File: src/rtl/gfps_defines.svh
// Timing counts, register offsets and reset values of the front-panel block.
// Assumes a single system clock; only the tick period is turned into a cycle count here, other times stay in ms.
`ifndef GFPS_DEFINES_SVH
`define GFPS_DEFINES_SVH

`define GFPS_CLK_HZ 25000000
`define GFPS_TICK_US 1000
`define GFPS_TICK_CYCLES ((`GFPS_TICK_US * (`GFPS_CLK_HZ / 1000000)))

`define GFPS_STATE_HALF_MS 200
`define GFPS_ERR_HALF_MS 250
`define GFPS_USER_HALF_MS 1000
`define GFPS_WARN_MS 60000
`define GFPS_MS_PER_S 1000

`define GFPS_REG_CTRL 8'h00
`define GFPS_REG_LED_VAL 8'h04
`define GFPS_REG_ERR 8'h08
`define GFPS_REG_NV_NODE 8'h0c
`define GFPS_REG_WARN_TIME 8'h10
`define GFPS_REG_STATION 8'h14
`define GFPS_REG_SWITCH 8'h18
`define GFPS_REG_NODE 8'h1c

`define GFPS_NV_NODE_RST 8'h01
`define GFPS_WARN_TIME_RST 16'h000a
`define GFPS_STATION_MAX 8'h7d
`define GFPS_SERIOUS_MAX 4'h5

`define GFPS_DIP_NODE_LSB 0
`define GFPS_DIP_NODE_W 6
`define GFPS_DIP_BAUD_LSB 6
`define GFPS_DIP_BAUD_W 2

`define GFPS_ERR_CLEAR_BIT 8
`define GFPS_STATION_VALID_BIT 8
`define GFPS_NODE_SRC_BIT 16

`endif

File: src/rtl/gfps_pkg.sv
// Types shared by the front-panel block and its users.
// Assumes the state sources run on the same clock as this block.
package gfps_pkg;

  typedef enum logic [3:0] {
    GFPS_FB_EXCHANGE = 4'b0001,
    GFPS_FB_WAIT_CFG = 4'b0010,
    GFPS_FB_WAIT_PRM = 4'b0100,
    GFPS_FB_ERROR = 4'b1000
  } gfps_fb_state_t;

  typedef enum logic [3:0] {
    GFPS_GW_EXCHANGE = 4'b0001,
    GFPS_GW_CONN_OK = 4'b0010,
    GFPS_GW_NO_EXCH = 4'b0100,
    GFPS_GW_CONFIG = 4'b1000
  } gfps_gw_state_t;

  typedef enum logic [3:0] {
    GFPS_ERR_IDLE = 4'b0001,
    GFPS_ERR_SERIOUS = 4'b0010,
    GFPS_ERR_WARN = 4'b0100,
    GFPS_ERR_USER = 4'b1000
  } gfps_err_state_t;

endpackage

File: src/rtl/gfps_switch_capture.sv
// Synchronises switch pins and captures them once after reset release.
// Assumes switches are static around power-up; later moves are ignored.
`timescale 1ns/1ps

module gfps_switch_capture
#(
  parameter int W = 24
)
(
  // Clock and reset
  input wire logic sys_clk,
  input wire logic rstn,
  // Switch pins
  input wire logic [W-1:0] sw_pins,
  // Captured values
  output logic [W-1:0] sw_held,
  output logic done
);

  logic [W-1:0] meta_r;
  logic [W-1:0] sync_r;
  logic [1:0] fill_r;

  // Refused at elaboration
  if (W < 1)
  begin : g_bad_w
    $error("W must be at least 1");
  end

  // Two stages per bit; the first is read by nothing else
  generate
    for (genvar i = 0; i < W; i++)
    begin : g_sync
      always_ff @(posedge sys_clk or negedge rstn)
      begin
        if (!rstn)
        begin
          meta_r[i] <= 1'b0;
          sync_r[i] <= 1'b0;
        end
        else
        begin
          meta_r[i] <= sw_pins[i];
          sync_r[i] <= meta_r[i];
        end
      end
    end
  endgenerate

  // Wait for the synchroniser to fill before the one-time capture
  always_ff @(posedge sys_clk or negedge rstn)
  begin
    if (!rstn)
      fill_r <= 2'h0;
    else if (fill_r != 2'h2)
      fill_r <= fill_r + 2'h1;
  end

  always_ff @(posedge sys_clk or negedge rstn)
  begin
    if (!rstn)
    begin
      sw_held <= '0;
      done <= 1'b0;
    end
    else if (!done && fill_r == 2'h2)
    begin
      sw_held <= sync_r;
      done <= 1'b1;
    end
  end

endmodule

File: src/rtl/gfps_tick_gen.sv
// Millisecond enable pulse derived from the system clock.
// Assumes TICK_CYCLES is shortened in simulation to keep runs quick.
`timescale 1ns/1ps
`include "gfps_defines.svh"

module gfps_tick_gen
#(
  parameter int TICK_CYCLES = `GFPS_TICK_CYCLES
)
(
  // Clock and reset
  input wire logic sys_clk,
  input wire logic rstn,
  // Enable out
  output logic ms_tick
);

  localparam int CW = (TICK_CYCLES > 1) ? $clog2(TICK_CYCLES) : 1;

  logic [CW-1:0] cnt_r;

  // Refused at elaboration
  if (TICK_CYCLES < 1)
  begin : g_bad_tick
    $error("TICK_CYCLES must be at least 1");
  end

  always_ff @(posedge sys_clk or negedge rstn)
  begin
    if (!rstn)
      cnt_r <= '0;
    else if (cnt_r == CW'(TICK_CYCLES - 1))
      cnt_r <= '0;
    else
      cnt_r <= cnt_r + CW'(1);
  end

  always_ff @(posedge sys_clk or negedge rstn)
  begin
    if (!rstn)
      ms_tick <= 1'b0;
    else
      ms_tick <= (cnt_r == CW'(TICK_CYCLES - 1));
  end

endmodule

File: src/rtl/gfps_top.sv
// Front-panel status LEDs and configuration switch capture of the gateway.
// Assumes state sources share sys_clk; switches arrive as raw pins.
`timescale 1ns/1ps
`include "gfps_defines.svh"

module gfps_top
#(
  parameter int TICK_CYCLES = `GFPS_TICK_CYCLES,
  parameter int WARN_MS = `GFPS_WARN_MS
)
(
  // Clock and reset
  input wire logic sys_clk,
  input wire logic rstn,
  // Register port
  input wire logic [7:0] reg_addr,
  input wire logic [31:0] reg_wdata,
  input wire logic reg_wr,
  input wire logic reg_rd,
  output logic [31:0] reg_rdata,
  // Switch pins
  input wire logic [3:0] serial_id_high_switch,
  input wire logic [3:0] serial_id_low_switch,
  input wire logic [3:0] station_high_switch,
  input wire logic [3:0] station_low_switch,
  input wire logic [7:0] dip_switch,
  // Internal state sources
  input wire gfps_pkg::gfps_fb_state_t fb_state,
  input wire gfps_pkg::gfps_gw_state_t gw_state,
  input wire logic fb_fault,
  input wire logic fb_data_exchange,
  input wire logic err_req,
  input wire logic [3:0] err_num,
  // Panel LEDs
  output logic fieldbus_state_green,
  output logic fieldbus_state_red,
  output logic bus_fault_indicator,
  output logic gateway_state_green,
  output logic gateway_state_red,
  output logic [3:0] identity_select_display,
  // Captured configuration
  output logic [7:0] serial_id,
  output logic [7:0] station_address,
  output logic station_address_valid,
  output logic [7:0] node_id,
  output logic [1:0] baud_sel,
  output logic node_id_from_store,
  output logic config_valid
);
  import gfps_pkg::*;

  localparam int NPH = 3;
  localparam int HALF_MS [NPH] = '{`GFPS_STATE_HALF_MS, `GFPS_ERR_HALF_MS, `GFPS_USER_HALF_MS};

  // Refused at elaboration
  if (WARN_MS < 1 || TICK_CYCLES < 1)
  begin : g_bad_param
    $error("WARN_MS and TICK_CYCLES must be at least 1");
  end

  function automatic logic is_serious(input logic [3:0] num);
    is_serious = (num != 4'h0) && (num <= `GFPS_SERIOUS_MAX);
  endfunction

  function automatic logic hit(input logic [7:0] addr, input logic [7:0] off);
    hit = (addr == off);
  endfunction

  logic ms_tick;
  logic [NPH-1:0] phase;
  logic [23:0] sw_held;
  logic [7:0] dip_held;
  logic cap_done;
  logic [2:0] ovr_en_r;
  logic [7:0] led_val_r;
  logic [7:0] nv_node_r;
  logic [15:0] warn_time_r;
  gfps_err_state_t err_state_r;
  logic [3:0] err_num_r;
  logic [31:0] hold_ms_r;
  logic user_set;
  logic user_clr;
  logic [31:0] user_ms;
  logic err_shown;
  logic [5:0] dip_node;

  gfps_tick_gen #(
    .TICK_CYCLES(TICK_CYCLES)
  ) u_tick (
    .sys_clk(sys_clk),
    .rstn(rstn),
    .ms_tick(ms_tick)
  );

  // One capture of every switch after reset
  gfps_switch_capture #(
    .W(24)
  ) u_cap (
    .sys_clk(sys_clk),
    .rstn(rstn),
    .sw_pins({dip_switch, station_high_switch, station_low_switch,
              serial_id_high_switch, serial_id_low_switch}),
    .sw_held(sw_held),
    .done(cap_done)
  );

  assign dip_held = sw_held[23:16];
  assign dip_node = dip_held[`GFPS_DIP_NODE_LSB +: `GFPS_DIP_NODE_W];

  // Blink phases: gateway/bus state, system error, user error
  generate
    for (genvar i = 0; i < NPH; i++)
    begin : g_phase
      logic [9:0] cnt_r;
      logic ph_r;
      always_ff @(posedge sys_clk or negedge rstn)
      begin
        if (!rstn)
        begin
          cnt_r <= 10'h000;
          ph_r <= 1'b0;
        end
        else if (ms_tick)
        begin
          if (cnt_r == 10'(HALF_MS[i] - 1))
          begin
            cnt_r <= 10'h000;
            ph_r <= ~ph_r;
          end
          else
            cnt_r <= cnt_r + 10'h001;
        end
      end
      assign phase[i] = ph_r;
    end
  endgenerate

  // Captured configuration outputs
  always_ff @(posedge sys_clk or negedge rstn)
  begin
    if (!rstn)
    begin
      serial_id <= 8'h00;
      station_address <= 8'h00;
      station_address_valid <= 1'b0;
      node_id <= 8'h00;
      baud_sel <= 2'h0;
      node_id_from_store <= 1'b0;
      config_valid <= 1'b0;
    end
    else
    begin
      serial_id <= sw_held[7:0];
      station_address <= sw_held[15:8];
      station_address_valid <= cap_done && (sw_held[15:8] <= `GFPS_STATION_MAX);
      baud_sel <= dip_held[`GFPS_DIP_BAUD_LSB +: `GFPS_DIP_BAUD_W];
      // Zero on the DIP means the stored ID is used, which may exceed 63
      node_id_from_store <= (dip_node == 6'h00);
      node_id <= (dip_node == 6'h00) ? nv_node_r : {2'h0, dip_node};
      config_valid <= cap_done;
    end
  end

  // Software writes
  assign user_set = reg_wr && hit(reg_addr, `GFPS_REG_ERR) && reg_wdata[3:0] != 4'h0;
  assign user_clr = reg_wr && hit(reg_addr, `GFPS_REG_ERR) && reg_wdata[`GFPS_ERR_CLEAR_BIT];
  assign user_ms = 32'(warn_time_r) * 32'(`GFPS_MS_PER_S);

  always_ff @(posedge sys_clk or negedge rstn)
  begin
    if (!rstn)
    begin
      ovr_en_r <= 3'h0;
      led_val_r <= 8'h00;
      nv_node_r <= `GFPS_NV_NODE_RST;
      warn_time_r <= `GFPS_WARN_TIME_RST;
    end
    else if (reg_wr)
    begin
      if (hit(reg_addr, `GFPS_REG_CTRL))
        ovr_en_r <= reg_wdata[2:0];
      if (hit(reg_addr, `GFPS_REG_LED_VAL))
        led_val_r <= reg_wdata[7:0];
      if (hit(reg_addr, `GFPS_REG_NV_NODE))
        nv_node_r <= reg_wdata[7:0];
      if (hit(reg_addr, `GFPS_REG_WARN_TIME))
        warn_time_r <= reg_wdata[15:0];
    end
  end

  // Error display state; internal reports win over a software error
  always_ff @(posedge sys_clk or negedge rstn)
  begin
    if (!rstn)
    begin
      err_state_r <= GFPS_ERR_IDLE;
      err_num_r <= 4'h0;
      hold_ms_r <= 32'h0;
    end
    else
    begin
      case (err_state_r)
        GFPS_ERR_SERIOUS:
        begin
          // Held until the next reset
          err_state_r <= GFPS_ERR_SERIOUS;
        end
        GFPS_ERR_IDLE, GFPS_ERR_WARN, GFPS_ERR_USER:
        begin
          if (err_req && err_num != 4'h0)
          begin
            err_num_r <= err_num;
            hold_ms_r <= 32'(WARN_MS);
            err_state_r <= is_serious(err_num) ? GFPS_ERR_SERIOUS : GFPS_ERR_WARN;
          end
          else if (user_set)
          begin
            err_num_r <= reg_wdata[3:0];
            hold_ms_r <= user_ms;
            err_state_r <= GFPS_ERR_USER;
          end
          else if (user_clr && err_state_r == GFPS_ERR_USER)
            err_state_r <= GFPS_ERR_IDLE;
          else if (err_state_r != GFPS_ERR_IDLE && ms_tick)
          begin
            // Automatic clear when the display time runs out
            if (hold_ms_r <= 32'h1)
              err_state_r <= GFPS_ERR_IDLE;
            else
              hold_ms_r <= hold_ms_r - 32'h1;
          end
        end
        default:
          err_state_r <= GFPS_ERR_IDLE;
      endcase
    end
  end

  assign err_shown = (err_state_r != GFPS_ERR_IDLE);

  // Fieldbus state and bus fault LEDs
  always_ff @(posedge sys_clk or negedge rstn)
  begin
    if (!rstn)
    begin
      fieldbus_state_green <= 1'b0;
      fieldbus_state_red <= 1'b0;
      bus_fault_indicator <= 1'b0;
    end
    else
    begin
      bus_fault_indicator <= fb_fault && !fb_data_exchange;
      if (ovr_en_r[0])
      begin
        fieldbus_state_green <= led_val_r[0];
        fieldbus_state_red <= led_val_r[1];
      end
      else
      begin
        case (fb_state)
          GFPS_FB_EXCHANGE:
          begin
            fieldbus_state_green <= 1'b1;
            fieldbus_state_red <= 1'b0;
          end
          GFPS_FB_WAIT_CFG:
          begin
            fieldbus_state_green <= phase[0];
            fieldbus_state_red <= 1'b0;
          end
          GFPS_FB_WAIT_PRM:
          begin
            fieldbus_state_green <= phase[0];
            fieldbus_state_red <= ~phase[0];
          end
          default:
          begin
            fieldbus_state_green <= 1'b0;
            fieldbus_state_red <= 1'b1;
          end
        endcase
      end
    end
  end

  // Gateway state LED; an active error shows steady red
  always_ff @(posedge sys_clk or negedge rstn)
  begin
    if (!rstn)
    begin
      gateway_state_green <= 1'b0;
      gateway_state_red <= 1'b0;
    end
    else if (ovr_en_r[1])
    begin
      gateway_state_green <= led_val_r[2];
      gateway_state_red <= led_val_r[3];
    end
    else if (err_shown)
    begin
      gateway_state_green <= 1'b0;
      gateway_state_red <= 1'b1;
    end
    else
    begin
      case (gw_state)
        GFPS_GW_EXCHANGE:
        begin
          gateway_state_green <= 1'b1;
          gateway_state_red <= 1'b0;
        end
        GFPS_GW_CONN_OK:
        begin
          gateway_state_green <= phase[0];
          gateway_state_red <= 1'b0;
        end
        GFPS_GW_NO_EXCH:
        begin
          gateway_state_green <= phase[0];
          gateway_state_red <= ~phase[0];
        end
        default:
        begin
          gateway_state_green <= 1'b0;
          gateway_state_red <= phase[0];
        end
      endcase
    end
  end

  // Error number LEDs; user errors flash slower
  always_ff @(posedge sys_clk or negedge rstn)
  begin
    if (!rstn)
      identity_select_display <= 4'h0;
    else if (ovr_en_r[2])
      identity_select_display <= led_val_r[7:4];
    else if (err_state_r == GFPS_ERR_USER)
      identity_select_display <= phase[2] ? err_num_r : 4'h0;
    else if (err_shown)
      identity_select_display <= phase[1] ? err_num_r : 4'h0;
    else
      identity_select_display <= 4'h0;
  end

  // Read data one cycle after the strobe, zero otherwise
  always_ff @(posedge sys_clk or negedge rstn)
  begin
    if (!rstn)
      reg_rdata <= 32'h0;
    else if (!reg_rd)
      reg_rdata <= 32'h0;
    else
    begin
      case (reg_addr)
        `GFPS_REG_CTRL: reg_rdata <= {29'h0, ovr_en_r};
        `GFPS_REG_LED_VAL: reg_rdata <= {24'h0, led_val_r};
        `GFPS_REG_ERR: reg_rdata <= {24'h0, err_state_r, err_num_r};
        `GFPS_REG_NV_NODE: reg_rdata <= {24'h0, nv_node_r};
        `GFPS_REG_WARN_TIME: reg_rdata <= {16'h0, warn_time_r};
        `GFPS_REG_STATION: reg_rdata <= {23'h0, station_address_valid, station_address};
        `GFPS_REG_SWITCH: reg_rdata <= {16'h0, dip_held, serial_id};
        `GFPS_REG_NODE: reg_rdata <= {15'h0, node_id_from_store, 6'h0, baud_sel, node_id};
        default: reg_rdata <= 32'h0;
      endcase
    end
  end

endmodule
File: config.mk
export PLATFORM = sky130hd
export DESIGN_NAME = gfps_top
export DESIGN_NICKNAME = d
export VERILOG_FILES = /design/src/rtl/gfps_pkg.sv /design/src/rtl/gfps_switch_capture.sv /design/src/rtl/gfps_tick_gen.sv /design/src/rtl/gfps_top.sv
export VERILOG_INCLUDE_DIRS = /design/src /design/src/rtl
export SDC_FILE = /design/constraint.sdc
export NUM_CORES = 1
export LEC_CHECK = 0
export ABC_AREA = 1
export BUFFER_PORTS_ARGS = -buffer_cell sky130_fd_sc_hd__buf_4
export CAP_MARGIN = 10
export CORE_ASPECT_RATIO = 0.8
export CORE_MARGIN = 2
export CORE_UTILIZATION = 60
export CTS_BUF_LIST = sky130_fd_sc_hd__clkbuf_4 sky130_fd_sc_hd__clkbuf_8
export CTS_CLUSTER_SIZE = 20
export DETAILED_ROUTE_END_ITERATION = 10
export PLACE_DENSITY_LB_ADDON = 0.15
export SLEW_MARGIN = 20
export SYNTH_ARGS = -nofsm -noshare
export SYNTH_HDL_FRONTEND = slang
export SYNTH_SLANG_ARGS = --single-unit
File: constraint.sdc
create_clock -name sys_clk -period 4.4 [get_ports sys_clk]
set_clock_uncertainty 0.2 [all_clocks]
set_input_delay 0 -clock sys_clk [delete_from_list [all_inputs] [get_ports sys_clk]]
set_output_delay 0 -clock sys_clk [all_outputs]
set_load 0.1 [all_outputs]
---- Word-level counts from Yosys, hierarchy flattened ----
Index checks and enable logic that the tools add are counted.
word-level totals
  flip-flop bits (word level) ............. 269
  word-level logic and storage cells ...... 190
  bits of input ports ..................... 83
  output and inout bits ................... 70
cells by class
  $lt $le $gt $ge ......................... 3
  mux-type cells .......................... 36
  equal/unequal tests ..................... 28
  bitwise logic cells ..................... 3
  reduce and logical (&&, ||, !) cells .... 33
  multiply operators ...................... 1
  add/subtract/negate cells ............... 6
operators by type and width
  cell                                                              number
  two-way mux 32 bit                                                5
  one-hot mux 17 bit (8 select lines)                               1
  two-way mux 4 bit                                                 12
  equality test 8 x 5 -> 1 bit (second input constant)              4
  less-or-equal comparator 32 x 1 -> 1 bit (second input constant)  1
  subtractor 32 x 1 -> 32 bit (second input constant)               1
  adder 10 x 1 -> 10 bit (second input constant)                    3
  two-way mux 10 bit                                                3
  multiplier 16 x 7 -> 23 bit (second input constant)               1
  equality test 10 x 8 -> 1 bit (second input constant)             2
  AND reduction 2 bit                                               9
  two-way mux 17 bit                                                1
  equality test 8 x 4 -> 1 bit (second input constant)              2
  adder 15 x 1 -> 15 bit (second input constant)                    1
  equality test 15 bit (second input constant)                      1
  two-way mux 15 bit                                                1
  equality test 4 x 1 -> 1 bit (second input constant)              3
  equality test 4 x 2 -> 1 bit (second input constant)              3
  equality test 4 x 3 -> 1 bit (second input constant)              3
  equality test 10 bit (second input constant)                      1
  logical AND 1 bit                                                 10
  inequality test 5 bit (second input constant)                     2
  equality test 8 x 3 -> 1 bit (second input constant)              1
  less-or-equal comparator 8 x 7 -> 1 bit (second input constant)   1
  22 further kinds                                                  38

---- Longest topological paths before layout ----
  word-level depth ........................ 8
  mapped depth ............................ 20
  depth with buffers taken out ............ 20

---- Hierarchy ----
Synthesis repeated with hierarchy kept, for this count alone.
second synthesis, totals
  cell total of the unflattened synthesis .. 1,756
  area total of the unflattened synthesis .. 14,506.4 sq um
modules (own cells, without submodules)
  module               instances  cells an instance  seq. area each (sq um)  area each (sq um)
  gfps_top             1          1,464              4,083.9                 11,234.5
  gfps_switch_capture  1          162                1,876.8                 2,347.3
  gfps_tick_gen        1          130                400.4                   924.6

---- Least setup slack after synthesis ----
OpenSTA, ideal clock, no wires.
  kind .................................... reg-to-reg
  start ................................... reg warn_time_r[11]
  end ..................................... reg hold_ms_r[25]
  setup time .............................. 116 ps
  buffers on the path ..................... 0
  required time ........................... 4,084 ps
  data arrival time ....................... 3,764 ps
  clock period less this slack ............ 4,080 ps
  slack ................................... 320 ps
  cell stages (with the launch flop) ...... 21
  cells stage by stage .................... dfrtp_1 -> inv_1 -> fa_1 -> fa_1 -> inv_1 -> fa_1 -> inv_1 -> fa_1 -> inv_1 -> ha_1 -> nand2_1 -> nor2_1 -> nand2_1 -> nor2_1 -> nand2_1 -> nand3_1 -> nand2_1 -> nand2_1 -> nand2_1 -> nand2_1 -> nand2_1
between the ends
  longest elaborated chain between the ends .. 3
RTL lines
  what                         line             RTL
  start, declared              gfps_top.sv:77   logic [15:0] warn_time_r;
  start signal, assigned       gfps_top.sv:176  warn_time_r <= `GFPS_WARN_TIME_RST;
  start signal, assigned       gfps_top.sv:187  warn_time_r <= reg_wdata[15:0];
  multiplier 16 x 7 -> 23 bit  gfps_top.sv:167  assign user_ms = 32'(warn_time_r) * 32'(`GFPS_MS_PER_S);
  two-way mux 32 bit           gfps_top.sv:216  else if (user_set)
  two-way mux 32 bit           gfps_top.sv:210  if (err_req && err_num != 4'h0)
  end signal, assigned         gfps_top.sv:213  hold_ms_r <= 32'(WARN_MS);
  end signal, assigned         gfps_top.sv:219  hold_ms_r <= user_ms;
  end signal, assigned         gfps_top.sv:230  hold_ms_r <= hold_ms_r - 32'h1;
  end, declared                gfps_top.sv:80   logic [31:0] hold_ms_r;
No other way between the ends.
A chain may end at the register's enable or synchronous reset.

---- Worst setup path after layout ----
  start ................................... reg warn_time_r[7]
  end ..................................... reg hold_ms_r[23]
The elaborated chain is that of the path after synthesis.

==> results.cfg <==
[status]
status = completed

[placed_design]
gp_congestion = 0.938
io_buffers = 121
hpwl_um = 25300
pre_cts_ws_ns = -0.0610

[power]
vdd_ir_drop_max_mv = 0.346
power_mw = 8.05
power_leakage_nw = 8.87
pwr_density_cell_nw_per_um2 = 449

[synth]
synthTopCellsByCount = 345 x nand2_1, 256 x inv_1, 250 x dfrtp_1
ys_ff_latch = 254
post-synth-top-count-cell = nand2_1
synthArstFlopShare_pct = 100
ys_types = 45
synth_edf_count = 0
synth_fa_ha_area_share_pct = 12.9
synth_area_leaders = dfrtp_1 44%, nand2_1 9.1%, fa_1 7.6%
synth_compound_area_share_pct = 7.68
synth_top_area_share_pct = 44.0
synth_warnings = 0
synthCells = 1670
synth_top_family_by_area = simple AND/OR/NAND/NOR gates
syn_area_sq_um = 14200
synth-simple-area-share_pct = 22.1
synth.area.mux_share_pct = 1.58
yosys.area.top_type = dfrtp_1
ys.flop_type = dfrtp_1
yosysSeqAreaShare_pct = 44.8
synth.avg_cell_area_sq_um = 8.51
synthXorXnorAreaFrac_pct = 2.34

[critical_path]
arrival_ns = 4.50
cp-start-kind = flop
slowest_delay_ns = 0.56
worstPathRequired_ns = 4.64
rrSetupSlack_ns = 0.14
cp_cell_sequence = inv_2, fa_1, fa_1, fa_1, fa_1, inv_1, ha_2, nand4_1, buf_4, nor3_1, nand2_1, nand3_1, nand3_1, nand2_1, nand2_1
cp-end-kind = flop
crit_top_cell = fa_1
path_class = reg2reg
cpMaxStageDelayCell = fa_1
crit_fanout = 5

[detailed_routing]
dr.pass1.iters = 7
drt_iter0_drc = 1152
drc_errors = 0
wire_per_inst_um = 17.0
via_per_inst = 5.45
drt.antenna.violating_nets = 0
drt_wl_total_um = 39000
num_vias = 12500

[timing]
relSlewSlack_pct = 28.2
finalSetupViolations = 0
period_minus_slack_ns = 4.26
setup_ws_ns = 0.138
fin_hold_ws_ns = 0.0444
min_period_over_period_pct = 96.9
tightest_slew_ns = 1.07
slew_violations = 0
finalHoldViolations = 0
clock.fmax_mhz = 235
rsz0062_at_grt = yes

[job]
maxCapViolCount = 0

[finish]
multi_input_area_sq_um = 6890
nets = 2152
n_fill_cell = 1562
ff_latch_area_sq_um = 6370
drive_above_1_share_pct = 16.5
syn2layout_area_growth_pct = 26.2

[clock_tree]
clkTransAtPathRegs_ns = 0.06
clock-root-buffer = clkbuf_8
cts_sinks = 254
clk_path_buf_depth = 3
cts_htree_levels = 2
cts_inserted_buffers = 42
clock_latency_ns = 0.56
tritoncts = built

[die]
dieArea_sq_um = 24900
initial_core_util_pct = 60.9
coreArea_sq_um = 23300
die_h_um = 142
io-pin-count = 153
die_w_um = 176
num_rows = 50

[global_route]
antenna_found_initial = 1
grt_usage_pct = 31.4
overflow = 0
grt_max_degree = 116
grt_pass1_wl_um = 62000
first_global_vias = 12200

[hold_path]
min_path_type = in2reg
==> metrics by stage <==
step | area [sq um] | TNS (ns) | util, % | instances
2_1_floorplan | 14300 | 0 | - | 1684
3_3_place_gp | 15500 | 0 | 66.6 | 2103
3_5_place_dp | 15500 | -0.0610 | 66.6 | 2103
4_1_cts | 17700 | 0 | 75.7 | 2290
5_1_grt | 17900 | -0.101 | 76.9 | 2299
6_report | 17900 | 0 | 76.9 | 2299
==> final cells by class <==
cell class              instances  area share [%]
clock inverters                 6           0.495
inverters                     261            5.48
repair buffers                268            13.0
diodes                          1          0.0139
flip-flops and latches        254            35.5
well taps                     312            2.18
clock buffers                  69            4.95
multi-input cells            1128            38.4
==> layout by cell type (no fill, tap or decap), types with 15 or more instances in the layout <==
| cell type | count |
|---|---|
| nand2_1 | 336 |
| inv_1 | 247 |
| dfrtp_1 | 246 |
| nor2_1 | 180 |
| buf_4 | 154 |
| nand3_1 | 117 |
| dlygate4sd3_1 | 111 |
| o21ai_0 | 90 |
| a21oi_1 | 69 |
| clkbuf_8 | 59 |
| fa_1 | 52 |
| ha_1 | 47 |
| xor2_1 | 29 |
| nor3_1 | 27 |
| nand4_1 | 20 |
| mux2_2 | 20 |
| conb_1 | 15 |
==> kinds of logic after synthesis <==
kind of cell,after synthesis
adder cells (fa/ha/maj),114
other,1
XOR/XNOR,38
multiplexers,20
AND/OR/NAND/NOR,735
buffers and inverters,302
flip-flops,254
AO/OA/AOI/OAI,206
==> where the power goes <==
group	switching [mW]	total (mW)	internal, mW
registers	0.139	2.64	2.50
clock network	1.02	2.41	1.39
logic	1.89	2.99	1.10
total	3.05	8.05	5.00
==> sequential cells by signal (all words and copies together), names as in the netlist, 8 cells and up <==
signal and flops:
g_phase.cnt_r 30, hold_ms_r 32, led_val_r 8, node_id 8, nv_node_r 8, reg_rdata 17
serial_id 8, station_address 8, u_cap.meta_r 24, u_cap.sw_held 24, u_cap.sync_r 24, u_tick.cnt_r 15
warn_time_r 16
==> metal layers <==
layer  track usage (%)  vias up  wire length [um]  part of all wire (%)
li1                  -     5860                 -                     -
met5                 0        -                 0                     0
met4              11.2        0              1300                   3.3
met2              48.5      569             18000                    46
met3              7.02      122              3260                   8.4
met1              44.0     5986             16500                    42
==> path summary, 6_finish.rpt <==
check                                       from                to  cells after the start
worst min register to register  u_cap.meta_r[22]  u_cap.sync_r[22]                      0
min in group asynchronous                   rstn    warn_time_r[1]                      3
max in group asynchronous                   rstn  u_cap.sw_held[6]                      4
worst max register to register    warn_time_r[7]     hold_ms_r[23]                     15
worst max-delay path              warn_time_r[7]     hold_ms_r[23]                     15
worst min-delay path                  err_num[0]     hold_ms_r[19]                      6
==> timing repair <==
action	4_1_cts	5_1_grt
setup endpoints to repair	3	15
pin swaps	0	17
gates resized for setup	6	55
endpoints found under the hold margin	222	0
hold buffers	112	0
setup buffers	0	8
==> worst max-delay path: cells and delay by family (launching register included) <==
family	cells	cell delay, ns
and+or+nand+nor	7	0.74
adders and majority gates	5	2.45
buffers and inverters	3	0.35
DFF	1	0.41
Power figures use the tool's default switching activity.
